**config.mk**
```make
export PLATFORM = sky130hd
export DESIGN_NAME = sleep_reset_watchdog_ctrl
export DESIGN_NICKNAME = d
export VERILOG_FILES = /design/src/rtl/edge_counter.v /design/src/rtl/sleep_reset_watchdog_ctrl.v
export VERILOG_INCLUDE_DIRS = /design/src /design/src/rtl
export SDC_FILE = /design/constraint.sdc
export NUM_CORES = 1
export LEC_CHECK = 0
export BUFFER_PORTS_ARGS = -buffer_cell sky130_fd_sc_hd__buf_2
export CAP_MARGIN = 10
export CORE_MARGIN = 1
export CORE_UTILIZATION = 42
export CTS_CLUSTER_DIAMETER = 200
export CTS_CLUSTER_SIZE = 14
export DETAILED_ROUTE_END_ITERATION = 6
export HOLD_SLACK_MARGIN = 0.02
export MAX_ROUTING_LAYER = met4
export RECOVER_POWER = 100
export SLEW_MARGIN = 20
export SYNTH_ARGS = -nofsm -noshare
export SYNTH_HDL_FRONTEND = slang
export SYNTH_SLANG_ARGS = --single-unit
export TNS_END_PERCENT = 50
```
**constraint.sdc**
```tcl
create_clock -name i_sys_clk -period 6.9 [get_ports i_sys_clk]
set_input_delay 0.69 -clock i_sys_clk [delete_from_list [all_inputs] [get_ports i_sys_clk]]
set_output_delay 0.69 -clock i_sys_clk [all_outputs]
set_load 0.05 [all_outputs]
```
**src/rtl/sleep_reset_defines.vh**
```
// Constants for the sleep, reset and watchdog controller.
// Assumes inclusion by bare name from rtl files only.
`ifndef SLEEP_RESET_DEFINES_VH
`define SLEEP_RESET_DEFINES_VH

// ----------------------------------------
// Register word indices (byte addr = 4*idx)
// ----------------------------------------
`define IDX_SLEEP_CMD      6'h15
`define IDX_WDOG_CLEAR     6'h16
`define IDX_OPMODE         6'h17
`define IDX_SUPPLY_MON     6'h1c
`define IDX_STATUS         6'h1d

// ----------------------------------------
// Magic values and field positions
// ----------------------------------------
`define SLEEP_MAGIC        8'h5a
`define WDOG_MAGIC         8'ha5
`define OPM_CLKSEL_BIT     7
`define OPM_RTC_EN_BIT     3
`define SMON_EN_BIT        4
`define SMON_STAT_BIT      7

// ----------------------------------------
// Reset values
// ----------------------------------------
`define OPM_CLKSEL_RST     1'b1
`define OPM_RTC_EN_RST     1'b1
`define SMON_EN_RST        1'b0

// ----------------------------------------
// Timing (clock 200 MHz)
// ----------------------------------------
`define CLK_MHZ            200
`define RESET_HOLD_MS      125
`define RESET_HOLD_CYC     (`RESET_HOLD_MS * `CLK_MHZ * 1000)
`define STAB_FAST_CYC      512
`define STAB_ISLOW_CYC     4
`define STAB_XSLOW_CYC     1024
`define WDOG_MIN_MS        1500
`define SLOW_HZ            32768
`define WDOG_SLOW_CYC      ((`WDOG_MIN_MS * `SLOW_HZ + 999) / 1000)

`endif

```
**src/rtl/edge_counter.v**
```verilog
// Counts enable pulses; done when the count reaches a limit.
// Assumes enable pulses come from the same clock domain.
`timescale 1ns/1ps
module edge_counter (
	// Clock and reset
	input  wire        i_sys_clk,
	input  wire        i_reset,
	// Control
	input  wire        i_clear,
	input  wire        i_tick,
	input  wire [31:0] i_limit,
	// Status
	output wire        o_done
);
	reg [31:0] count_q;

	// Saturating count, clear takes priority
	always @(posedge i_sys_clk or posedge i_reset) begin
		if (i_reset) begin
			count_q <= 32'h0;
		end else if (i_clear) begin
			count_q <= 32'h0;
		end else if (i_tick && !o_done) begin
			count_q <= count_q + 32'h1;
		end
	end

	assign o_done = (count_q >= i_limit);
endmodule // edge_counter

```
**src/rtl/sleep_reset_watchdog_ctrl.v**
```verilog
// Low-power mode and reset sequencer with watchdog and supply monitor.
// Assumes a Wishbone classic master, slow-clock and wake sources from pins.
//
// Functional notes
// [RL1] Sleep magic write with counter enabled enters standby.
// [RL2] Standby stops fast oscillator and CPU, slow clock keeps running.
// [RL3] Standby wakes on key change, timers, ticks or external interrupt.
// [RL4] Wake waits 512 fast, 4 internal slow or 1024 crystal cycles.
// [RL5] After stabilisation execution resumes after the sleep write.
// [RL6] Wake resumes normal if clock-select is 1, else slow mode.
// [RL7] Sleep magic write with counter disabled enters halt.
// [RL8] Halt stops both oscillators, CPU and all peripherals.
// [RL9] Halt wakes only on key change or external interrupt.
// [RL10] Reset pin during low power runs full reset, not wake.
// [RL11] Sleep command register is 8-bit write-only, magic requests sleep.
// [RL12] Each reset procedure lasts at least 125 ms.
// [RL13] Reset sources: power-on, low supply, reset pin, watchdog.
// [RL14] Power-on runs reset automatically then starts at reset vector.
// [RL15] Low supply report generates a low-voltage reset.
// [RL16] Reset pin enabled by option; rising edge triggers reset.
// [RL17] Enabled watchdog counts slow clock, resets after about 1.5 s.
// [RL18] Writing A5 to watchdog clear register clears the count.
// [RL19] Supply monitor enable is bit 4, read-write, reset disabled.
// [RL20] Monitor bit 7 reads high when supply below level, if enabled.
// [RL21] Software copies pad levels to port registers before sleeping.
// [RL22] Software clears port data bits before entering halt.
// [RL23] Clock-select 1 selects fast clock, 0 selects slow clock.
// [RL24] Bit 3 enables real-time counter, resets enabled, picks standby.
// [RL25] Sleep writes other than magic are ignored.
// [RL26] Watchdog writes other than magic do not clear the count.
//
// The Wishbone register port was left to the implementer.
`timescale 1ns/1ps
`include "sleep_reset_defines.vh"
module sleep_reset_watchdog_ctrl #(
	parameter [31:0] RESET_HOLD_CYC = `RESET_HOLD_CYC
) (
	// Clock and reset
	input  wire        i_sys_clk,
	input  wire        i_reset,
	// Wishbone classic slave
	input  wire        i_wb_cyc,
	input  wire        i_wb_stb,
	input  wire        i_wb_we,
	input  wire [7:0]  i_wb_adr,
	input  wire [3:0]  i_wb_sel,
	input  wire [31:0] i_wb_dat,
	output reg  [31:0] o_wb_dat,
	output reg         o_wb_ack,
	// Pins and asynchronous sources
	input  wire        i_slow_osc_clock,
	input  wire        i_key_change,
	input  wire        i_timer_irq,
	input  wire        i_fast_tick_interrupt,
	input  wire        i_slow_tick_interrupt,
	input  wire        i_ext_irq,
	input  wire        i_reset_pin,
	input  wire        i_supply_low,
	input  wire        i_brownout,
	// Options
	input  wire        i_opt_reset_pin_en,
	input  wire        i_opt_watchdog_en,
	input  wire        i_opt_crystal_slow_osc,
	// Outputs to the core
	output reg         o_cpu_reset,
	output reg         o_cpu_run,
	output reg         o_fast_osc_en,
	output reg         o_slow_osc_en,
	output reg         o_periph_en,
	output reg         o_cpu_clk_fast,
	output reg         o_rtc_en,
	output reg  [1:0]  o_reset_cause
);
	// ----------------------------------------
	// States and local codes
	// ----------------------------------------
	localparam [2:0] ST_RESET   = 3'd0;
	localparam [2:0] ST_RUN     = 3'd1;
	localparam [2:0] ST_STANDBY = 3'd2;
	localparam [2:0] ST_HALT    = 3'd3;
	localparam [2:0] ST_STAB    = 3'd4;
	localparam [1:0] CAUSE_POR  = 2'd0;
	localparam [1:0] CAUSE_LVR  = 2'd1;
	localparam [1:0] CAUSE_PIN  = 2'd2;
	localparam [1:0] CAUSE_WDOG = 2'd3;

	// ----------------------------------------
	// Input synchronisers
	// ----------------------------------------
	reg [8:0] sync1_q;
	reg [8:0] sync2_q;
	reg       slow_prev_q;
	reg       pin_prev_q;
	wire [8:0] async_in = {i_brownout, i_supply_low, i_reset_pin, i_ext_irq,
		i_slow_tick_interrupt, i_fast_tick_interrupt, i_timer_irq, i_key_change,
		i_slow_osc_clock};
	wire s_slow    = sync2_q[0];
	wire s_key     = sync2_q[1];
	wire s_timer   = sync2_q[2];
	wire s_ftick   = sync2_q[3];
	wire s_stick   = sync2_q[4];
	wire s_ext     = sync2_q[5];
	wire s_pin     = sync2_q[6];
	wire s_sup_low = sync2_q[7];
	wire s_brown   = sync2_q[8];

	// Two stages before any logic looks at a pin
	always @(posedge i_sys_clk or posedge i_reset) begin
		if (i_reset) begin
			sync1_q     <= 9'h0;
			sync2_q     <= 9'h0;
			slow_prev_q <= 1'b0;
			pin_prev_q  <= 1'b0;
		end else begin
			sync1_q     <= async_in;
			sync2_q     <= sync1_q;
			slow_prev_q <= s_slow;
			pin_prev_q  <= s_pin;
		end
	end

	// Slow clock rising edge as a one-cycle enable
	wire slow_tick = s_slow & ~slow_prev_q;
	wire pin_rise  = i_opt_reset_pin_en & s_pin & ~pin_prev_q; // see [RL16]

	// ----------------------------------------
	// Register bus
	// ----------------------------------------
	reg        clksel_q;
	reg        rtc_en_q;
	reg        smon_en_q;
	wire [5:0] idx    = i_wb_adr[7:2];
	wire       wb_req = i_wb_cyc & i_wb_stb & ~o_wb_ack;
	wire       wr_lo  = wb_req & i_wb_we & i_wb_sel[0];

	// Magic match on the low byte of an addressed write
	function magic_hit;
		input [5:0] f_idx;
		input [5:0] f_want;
		input [7:0] f_data;
		input [7:0] f_magic;
		begin
			magic_hit = (f_idx == f_want) && (f_data == f_magic);
		end
	endfunction

	wire sleep_wr = wr_lo & magic_hit(idx, `IDX_SLEEP_CMD, i_wb_dat[7:0], `SLEEP_MAGIC); // see [RL11] see [RL25]
	wire wdog_wr  = wr_lo & magic_hit(idx, `IDX_WDOG_CLEAR, i_wb_dat[7:0], `WDOG_MAGIC); // see [RL18] see [RL26]

	reg [2:0] state_q;
	reg [2:0] state_d;

	// One-cycle ack; unmapped reads return zero, writes dropped
	always @(posedge i_sys_clk or posedge i_reset) begin
		if (i_reset) begin
			o_wb_ack  <= 1'b0;
			o_wb_dat  <= 32'h0;
			clksel_q  <= `OPM_CLKSEL_RST;
			rtc_en_q  <= `OPM_RTC_EN_RST;
			smon_en_q <= `SMON_EN_RST;
		end else begin
			o_wb_ack <= wb_req;
			if (state_q == ST_RESET) begin
				clksel_q  <= `OPM_CLKSEL_RST;
				rtc_en_q  <= `OPM_RTC_EN_RST;
				smon_en_q <= `SMON_EN_RST;
			end else if (wr_lo && idx == `IDX_OPMODE) begin
				clksel_q <= i_wb_dat[`OPM_CLKSEL_BIT]; // see [RL23]
				rtc_en_q <= i_wb_dat[`OPM_RTC_EN_BIT]; // see [RL24]
			end else if (wr_lo && idx == `IDX_SUPPLY_MON) begin
				smon_en_q <= i_wb_dat[`SMON_EN_BIT]; // see [RL19]
			end
			o_wb_dat <= 32'h0;
			if (wb_req && !i_wb_we) begin
				case (idx)
					`IDX_OPMODE: begin
						o_wb_dat[`OPM_CLKSEL_BIT] <= clksel_q;
						o_wb_dat[`OPM_RTC_EN_BIT] <= rtc_en_q;
					end
					`IDX_SUPPLY_MON: begin
						o_wb_dat[`SMON_EN_BIT]   <= smon_en_q;
						o_wb_dat[`SMON_STAT_BIT] <= smon_en_q & s_sup_low; // see [RL20]
					end
					`IDX_STATUS: begin
						o_wb_dat[2:0] <= state_q;
						o_wb_dat[5:4] <= o_reset_cause;
					end
					default: begin
						o_wb_dat <= 32'h0;
					end
				endcase
			end
		end
	end

	// ----------------------------------------
	// Reset sources and watchdog
	// ----------------------------------------
	wire wdog_done;
	wire hold_done;
	wire stab_done;
	wire wdog_fire = i_opt_watchdog_en & wdog_done & (state_q == ST_RUN); // see [RL17]
	wire reset_req = s_brown | pin_rise | wdog_fire; // see [RL13] see [RL15] see [RL10]

	// Watchdog runs off the slow clock while the program executes
	edge_counter u_wdog (
		.i_sys_clk (i_sys_clk),
		.i_reset   (i_reset),
		.i_clear   (wdog_wr | (state_q != ST_RUN) | ~i_opt_watchdog_en), // see [RL18]
		.i_tick    (slow_tick),
		.i_limit   (`WDOG_SLOW_CYC),
		.o_done    (wdog_done)
	);

	// Reset hold counts system cycles, restarted by every new source
	reg [31:0] hold_cnt_q;
	assign hold_done = (hold_cnt_q >= RESET_HOLD_CYC);
	always @(posedge i_sys_clk or posedge i_reset) begin
		if (i_reset) begin
			hold_cnt_q <= 32'h0;
		end else if (state_q != ST_RESET || reset_req) begin
			hold_cnt_q <= 32'h0;
		end else if (!hold_done) begin
			hold_cnt_q <= hold_cnt_q + 32'h1; // see [RL12]
		end
	end

	// Stabilisation limit: fast clock counts system cycles, slow counts slow edges
	reg  [31:0] stab_cnt_q;
	wire [31:0] slow_lim = i_opt_crystal_slow_osc ? `STAB_XSLOW_CYC : `STAB_ISLOW_CYC;
	wire        stab_fast = clksel_q;
	assign stab_done = stab_fast ? (stab_cnt_q >= `STAB_FAST_CYC) : (stab_cnt_q >= slow_lim);
	always @(posedge i_sys_clk or posedge i_reset) begin
		if (i_reset) begin
			stab_cnt_q <= 32'h0;
		end else if (state_q != ST_STAB) begin
			stab_cnt_q <= 32'h0;
		end else if (!stab_done && (stab_fast || slow_tick)) begin
			stab_cnt_q <= stab_cnt_q + 32'h1; // see [RL4]
		end
	end

	// ----------------------------------------
	// Mode state machine
	// ----------------------------------------
	wire wake_standby = s_key | s_timer | s_ftick | s_stick | s_ext; // see [RL3]
	wire wake_halt    = s_key | s_ext; // see [RL9]

	// Reset request beats any wake; stays in reset while brownout persists
	always @* begin
		state_d = state_q;
		case (state_q)
			ST_RESET: begin
				if (hold_done && !s_brown) begin
					state_d = ST_RUN; // see [RL14]
				end
			end
			ST_RUN: begin
				if (sleep_wr) begin
					state_d = rtc_en_q ? ST_STANDBY : ST_HALT; // see [RL1] see [RL7]
				end
			end
			ST_STANDBY: begin
				if (wake_standby) begin
					state_d = ST_STAB;
				end
			end
			ST_HALT: begin
				if (wake_halt) begin
					state_d = ST_STAB;
				end
			end
			ST_STAB: begin
				if (stab_done) begin
					state_d = ST_RUN; // see [RL5]
				end
			end
			default: begin
				state_d = ST_RESET;
			end
		endcase
		if (reset_req) begin
			state_d = ST_RESET; // see [RL10]
		end
	end

	always @(posedge i_sys_clk or posedge i_reset) begin
		if (i_reset) begin
			state_q       <= ST_RESET;
			o_reset_cause <= CAUSE_POR;
		end else begin
			state_q <= state_d;
			if (s_brown) begin
				o_reset_cause <= CAUSE_LVR;
			end else if (pin_rise) begin
				o_reset_cause <= CAUSE_PIN;
			end else if (wdog_fire) begin
				o_reset_cause <= CAUSE_WDOG;
			end
		end
	end

	// ----------------------------------------
	// Clock and run controls
	// ----------------------------------------
	// Registered so the core sees glitch-free enables
	always @(posedge i_sys_clk or posedge i_reset) begin
		if (i_reset) begin
			o_cpu_reset    <= 1'b1;
			o_cpu_run      <= 1'b0;
			o_fast_osc_en  <= 1'b1;
			o_slow_osc_en  <= 1'b1;
			o_periph_en    <= 1'b0;
			o_cpu_clk_fast <= 1'b1;
			o_rtc_en       <= 1'b1;
		end else begin
			o_cpu_reset    <= (state_d == ST_RESET);
			o_cpu_run      <= (state_d == ST_RUN);
			o_fast_osc_en  <= (state_d == ST_RESET) | ((state_d == ST_RUN || state_d == ST_STAB) & clksel_q); // see [RL2] see [RL6]
			o_slow_osc_en  <= (state_d != ST_HALT); // see [RL8]
			o_periph_en    <= (state_d == ST_RUN) | (state_d == ST_STANDBY); // see [RL8]
			o_cpu_clk_fast <= clksel_q; // see [RL6] see [RL23]
			o_rtc_en       <= rtc_en_q & (state_d != ST_HALT); // see [RL24] see [RL2]
		end
	end
endmodule // sleep_reset_watchdog_ctrl

```
== Word level (Yosys, flattened, before mapping) ==
Index checks and enable logic that the tools add are counted.

* $add $sub $neg: 3
* $lt $le $gt $ge: 4
* Equal/unequal tests: 19
* Muxes and demuxes: 32
* Bitwise logic cells: 29
* Reductions and logical operators: 24

{| class="wikitable"
|+ Operators with widths
! cell !! count
|-
| two-way mux 32 bit || 6
|-
| adder 32 x 1 -> 32 bit, second input constant || 3
|-
| greater-or-equal comparator 32 x 10 -> 1 bit, second input constant || 1
|-
| greater-or-equal comparator 32 x 11 -> 1 bit || 1
|-
| greater-or-equal comparator 32 x 16 -> 1 bit, second input constant || 1
|-
| greater-or-equal comparator 32 x 25 -> 1 bit, second input constant || 1
|-
| == test 6 x 5 -> 1 bit, second input constant || 5
|-
| two-way mux 3 bit || 7
|-
| one-hot mux 3 bit (5 select lines) || 1
|-
| AND 1 bit || 14
|-
| two-way mux 1 bit || 11
|-
| two-way mux 11 bit || 1
|-
| OR 1 bit || 11
|-
| == test 3 x 2 -> 1 bit, second input constant || 3
|-
| == test 8 x 7 -> 1 bit, second input constant || 1
|-
| == test 8 bit, second input constant || 1
|-
| logical AND 1 bit || 8
|-
| two-way mux 8 bit || 1
|-
| nonzero test 2 bit || 4
|-
| == test 3 x 1 -> 1 bit, second input constant || 2
|-
| == test 3 bit, second input constant || 2
|-
| zero test 3 bit || 2
|-
| two-way mux 2 bit || 3
|-
| nonzero test 3 bit || 2
|-
| other kinds (10) || 19
|}

* Flip-flop bits (word level): 164
* Output and inout port bits: 42
* Word-level logic and storage cells: 132

== Depth between registers and ports, before layout ==
* Depth after elaboration: 12
* Gate-level depth with buffers: 8
* Mapped depth without buffers: 8

== Modules after synthesis ==
A second synthesis with hierarchy kept.

* Cell total of the unflattened synthesis: 761
* Area, all modules: 7523.5 um2

{| class="wikitable"
|+ By module, submodules not included
! module !! times used !! cells each !! area an instance (um2)
|-
| sleep_reset_watchdog_ctrl || 1 || 445 || 4820.9
|-
| edge_counter || 1 || 316 || 2702.6
|}

== Least setup slack after synthesis ==
Ideal clock, no wire load.

* Path kind: input -> register
* Start: input i_opt_crystal_slow_osc
* End: register stab_cnt_q[9]
* Setup time: 0.078 ns
* Data arrival time: 2.414 ns
* Slack: 4.408 ns
* Cell stages on the path: 7
* Path through: inv_1 > ha_1 > a311o_1 > a2111oi_4 > o211ai_2 > or3_1 > a21oi_1

* Longest elaborated chain between the ends: 6

{| class="wikitable"
|+ Ends and longest elaborated chain
! element !! line !! source
|-
| start, declared || sleep_reset_watchdog_ctrl.v:63 || <nowiki>input wire i_opt_crystal_slow_osc,</nowiki>
|-
| two-way mux 11 bit (no line) || -- ||
|-
| greater-or-equal comparator 32 x 11 -> 1 bit || sleep_reset_watchdog_ctrl.v:232 || <nowiki>assign stab_done = stab_fast ? (stab_cnt_q >= `STAB_FAST_CYC) : (stab_cnt_q >= slow_lim);</nowiki>
|-
| two-way mux 1 bit || sleep_reset_watchdog_ctrl.v:232 ||
|-
| zero test 1 bit || sleep_reset_watchdog_ctrl.v:238 || <nowiki>end else if (!stab_done && (stab_fast || slow_tick)) begin</nowiki>
|-
| logical AND 1 bit || sleep_reset_watchdog_ctrl.v:238 ||
|-
| nonzero test 2 bit (no line) || -- ||
|-
| end signal, assigned || sleep_reset_watchdog_ctrl.v:239 || <nowiki>stab_cnt_q <= stab_cnt_q + 32'h1;</nowiki>
|-
| end, declared || sleep_reset_watchdog_ctrl.v:229 || <nowiki>reg [31:0] stab_cnt_q;</nowiki>
|}

Every way passes these cells.
A chain may end at the register's enable or synchronous reset.

== Worst setup path in the final report ==
* Start: register stab_cnt_q[3]
* End: register stab_cnt_q[9]

* Longest elaborated chain between the ends: 5
* Elaborated cells between the ends (all ways): 9

{| class="wikitable"
|+ Ends and longest elaborated chain
! element !! line
|-
| greater-or-equal comparator 32 x 11 -> 1 bit or greater-or-equal comparator 32 x 10 -> 1 bit (tied branches) || --
|-
| two-way mux 1 bit || sleep_reset_watchdog_ctrl.v:232
|-
| zero test 1 bit || sleep_reset_watchdog_ctrl.v:238
|-
| logical AND 1 bit || sleep_reset_watchdog_ctrl.v:238
|-
| nonzero test 2 bit (no line) || --
|}

Parallel ways exist; a longest one is shown, timed or not. The select of a mux whose other input is x is not followed.

==> impl_metrics.yaml <==
min_path:
  timing.hold.worst.start: "sync1_q[5]"
  min-delay-path-class: "reg -> reg"
floorplan:
  rows: 43
  placeableCoreArea_um2: 14000
  design.die.area_um2: 15100
  vertical_extent_of_the_die_um: 123
  floorplan.die.width_um: 123
  initial_utilization_pct: 43.7
  ioPinCount: 103
clock_network:
  cts_made_buffers: 17
  cts.sink_count: 139
  cts-htree-levels: 4
  clock_latency_ns: 0.42
  cts.clk_slew.worst_paths_ns: 0.06
  clk_path_buf_depth: 2
  cts.root.buffer_cell: "sky130_fd_sc_hd__clkbuf_16"
  postCtsHoldBufs: 0
  post_cts.repair.setup_buffers: 0
  cts_repair_resize_count: 0
  tritoncts: "yes"
routing:
  wirelength_met1_um: 5730
  detail_route.vias_per_cell: 5.21
  number_of_search_and_repair_iterations_in_the_first_detailed_routing_pass: 4
  drt_iter0_markers: 281
  met2_length_um: 5750
  routed_wl_um: 12100
  routed-wl-met3_um: 391
  route.top_layer_used: "met4"
  drcViolationCount: 0
  detailroute.via_count: 4183
  ant_nets: 0
  wire_per_inst_um: 15.1
cells_and_area:
  most_frequent_standard_cell_in_the_layout_excluding_fill_and_tap_cells: "sky130_fd_sc_hd__dfrtp_1"
  layout.cells.most_common_list: "sky130_fd_sc_hd__dfrtp_1 (132), sky130_fd_sc_hd__nor2_1 (61), sky130_fd_sc_hd__and3_1 (44)"
  fraction_of_final_layout_cells_sized_beyond_drive_strength_1_pct: 12.2
  final_cells: 803
  finalNetCount: 679
  antenna_cells: 0
  area_growth_from_synthesis_to_final_layout_pct: 14.3
logic_synthesis:
  synth.avg_cell_area_um2: 11.0
  post_synth_inst_count: 558
  synth_area_leader_cell: "sky130_fd_sc_hd__dfrtp_1"
  seq_area_frac_synth_pct: 56.8
  synth.cell_area_um2: 6140
  yosys.cell_types.count: 51
  synth_flop_cell: "sky130_fd_sc_hd__dfrtp_1"
  synth.yosys.warnings: 0
  synth_edf_count: 0
  ys_top_cells_by_area: "sky130_fd_sc_hd__dfrtp_1 (54%), sky130_fd_sc_hd__xor2_1 (5.1%), sky130_fd_sc_hd__and3_1 (4.5%)"
  post-synth-top-area-fraction_pct: 53.8
  asyncSetResetFlopFracSynth_pct: 100
  synth_seq_cells: 139
place:
  numPortBuffers: 48
  dp_cells: 770
  gp_congestion: 0.826
  place_hpwl_um: 8240
worst_setup_path:
  cp_cell_sequence: "or4_1, a311o_1, a2111oi_0, o211ai_2, or3_1, a21oi_1"
  worst_setup_path_end_kind: "flop"
  critPathMaxFanout: 10
  worstSetupStartpoint: "stab_cnt_q[3]"
  worst-endpoint-required_ns: 7.23
  cp-start-kind: "flop"
  cp_data_arrival_time_ns: 4.76
  worstReg2RegStart: "stab_cnt_q[3]"
  critical_path_class: "reg -> reg"
  critPathSlowestCell: "sky130_fd_sc_hd__a2111oi_0"
  critical-path-max-stage-delay_ns: 2.23
grt:
  grt_usage_pct: 18.0
  antenna_violations_before_repair: 0
  grt_first_pass_wirelength_um: 19900
  grt_pass1_vias: 4011
  gr-total-overflow: 0
  grt_max_degree: 80
timing:
  timing.max_slew.rel_slack_pct: -95.3
  tightestPinTransition_ns: 2.86
  rsz_0062_raised_after_global_routing: "false"
  peak_clock_frequency_supported_by_timing_mhz: 226
  timing.final.setup_violations: 0
  timing.setup.tns_ns: 0
  final_max_slew_viol_count: 73
  min_period_ns: 4.43
  hold_viol: 0
  skew_ns: 0.0128
  period_share_pct: 64.3
run:
  max_cap_viol_count: 2
power_and_ir_drop:
  total_leakage_power_nw: 3.30
  max_rail_drop_vdd_v: 0.000179
  powerDensity_nw_per_um2: 254
outcome:
  violated_checks: "capacitance limit, slew limit"
  run_status: "finished with violations"
## cell usage after synthesis, drive strengths merged, types with 7 or more instances
master,n
ha,8
nor2,61
dfrtp,132
clkbuf,19
nand3,18
nand2,20
inv,13
o211ai,15
o21ai,12
xnor2,7
nor4,14
nor3,11
mux2i,8
dfstp,7
a21oi,9
xor2,36
o2111ai,11
and3,44
and2,30
buf,26
## final cells by class
class                           instances  area [um2]
Fill cell                            1245        7030
Sequential cell                       139        3490
Multi-Input combinational cell        385        2410
Clock buffer                           19         433
Timing Repair Buffer                   54         280
Tap cell                              180         225
Clock inverter                         13         128
Inverter                               13        50.0
## state kept, by name, summed over array words and instances, names as in the netlist, 2 cells and up
register,flops
sync2_q,9
o_wb_dat,7
state_q,3
stab_cnt_q,32
hold_cnt_q,32
u_wdog.count_q,32
sync1_q,9
o_reset_cause,2
## kinds of logic (layout without fill, tap and decap cells)
family / Yosys count / in the layout / synth area share [%]
AND/OR/NAND/NOR: 237 / 237 / 21.1
flip-flops: 139 / 139 / 56.8
AO/OA/AOI/OAI: 64 / 64 / 7.81
buffers and inverters: 58 / 99 / 5.08
XOR/XNOR: 43 / 43 / 6.14
adder cells (fa/ha/maj): 8 / 8 / 1.63
multiplexers: 8 / 8 / 1.31
other: 1 / 25 / 0.0611
## metrics by stage
step	util [%]	power (mW)	cell area [um2]	setup slack, ns	hold slack (ns)
after floorplan	-	0.912	6230	2.50	0.331
after global placement	46.1	0.922	6470	4.04	0.333
after detailed placement	46.1	0.924	6470	3.99	0.337
after CTS	50.1	1.80	7030	4.10	0.341
after global routing	49.9	1.85	7010	2.20	0.353
final	49.9	1.78	7010	2.47	0.341
## path summary, 6_finish.rpt
path,slack (ns),depth (start not counted),to
worst max-delay path,2.47,6,stab_cnt_q[9]
worst min-delay path,0.34,0,sync2_q[5]
worst max register to register,2.47,6,stab_cnt_q[9]
worst min register to register,0.34,0,sync2_q[5]
max in group asynchronous,3.84,4,o_fast_osc_en
min in group asynchronous,1.00,2,u_wdog.count_q[20]
## power breakdown
part	leakage [nW]	internal [mW]	switching [mW]
Sequential	1.86	0.824	0.00476
Clock	0.276	0.528	0.344
Combinational	1.16	0.0153	0.0649
Total	3.30	1.37	0.413
## metal layers
| metal | track usage (%) | vias to the layer above |
|---|---|---|
| met5 | - | - |
| met4 | 8.08 | 0 |
| met3 | 4.32 | 20 |
| met2 | 27.1 | 78 |
| met1 | 23.1 | 2071 |
| li1 | - | 2014 |
## worst max-delay path, delay by kind of cell, from the launching register on
family	cells	cell delay (ns)
simple gates	2	0.97
flops	1	0.43
compound gates	4	2.94
(Power assumes the default switching activity.)
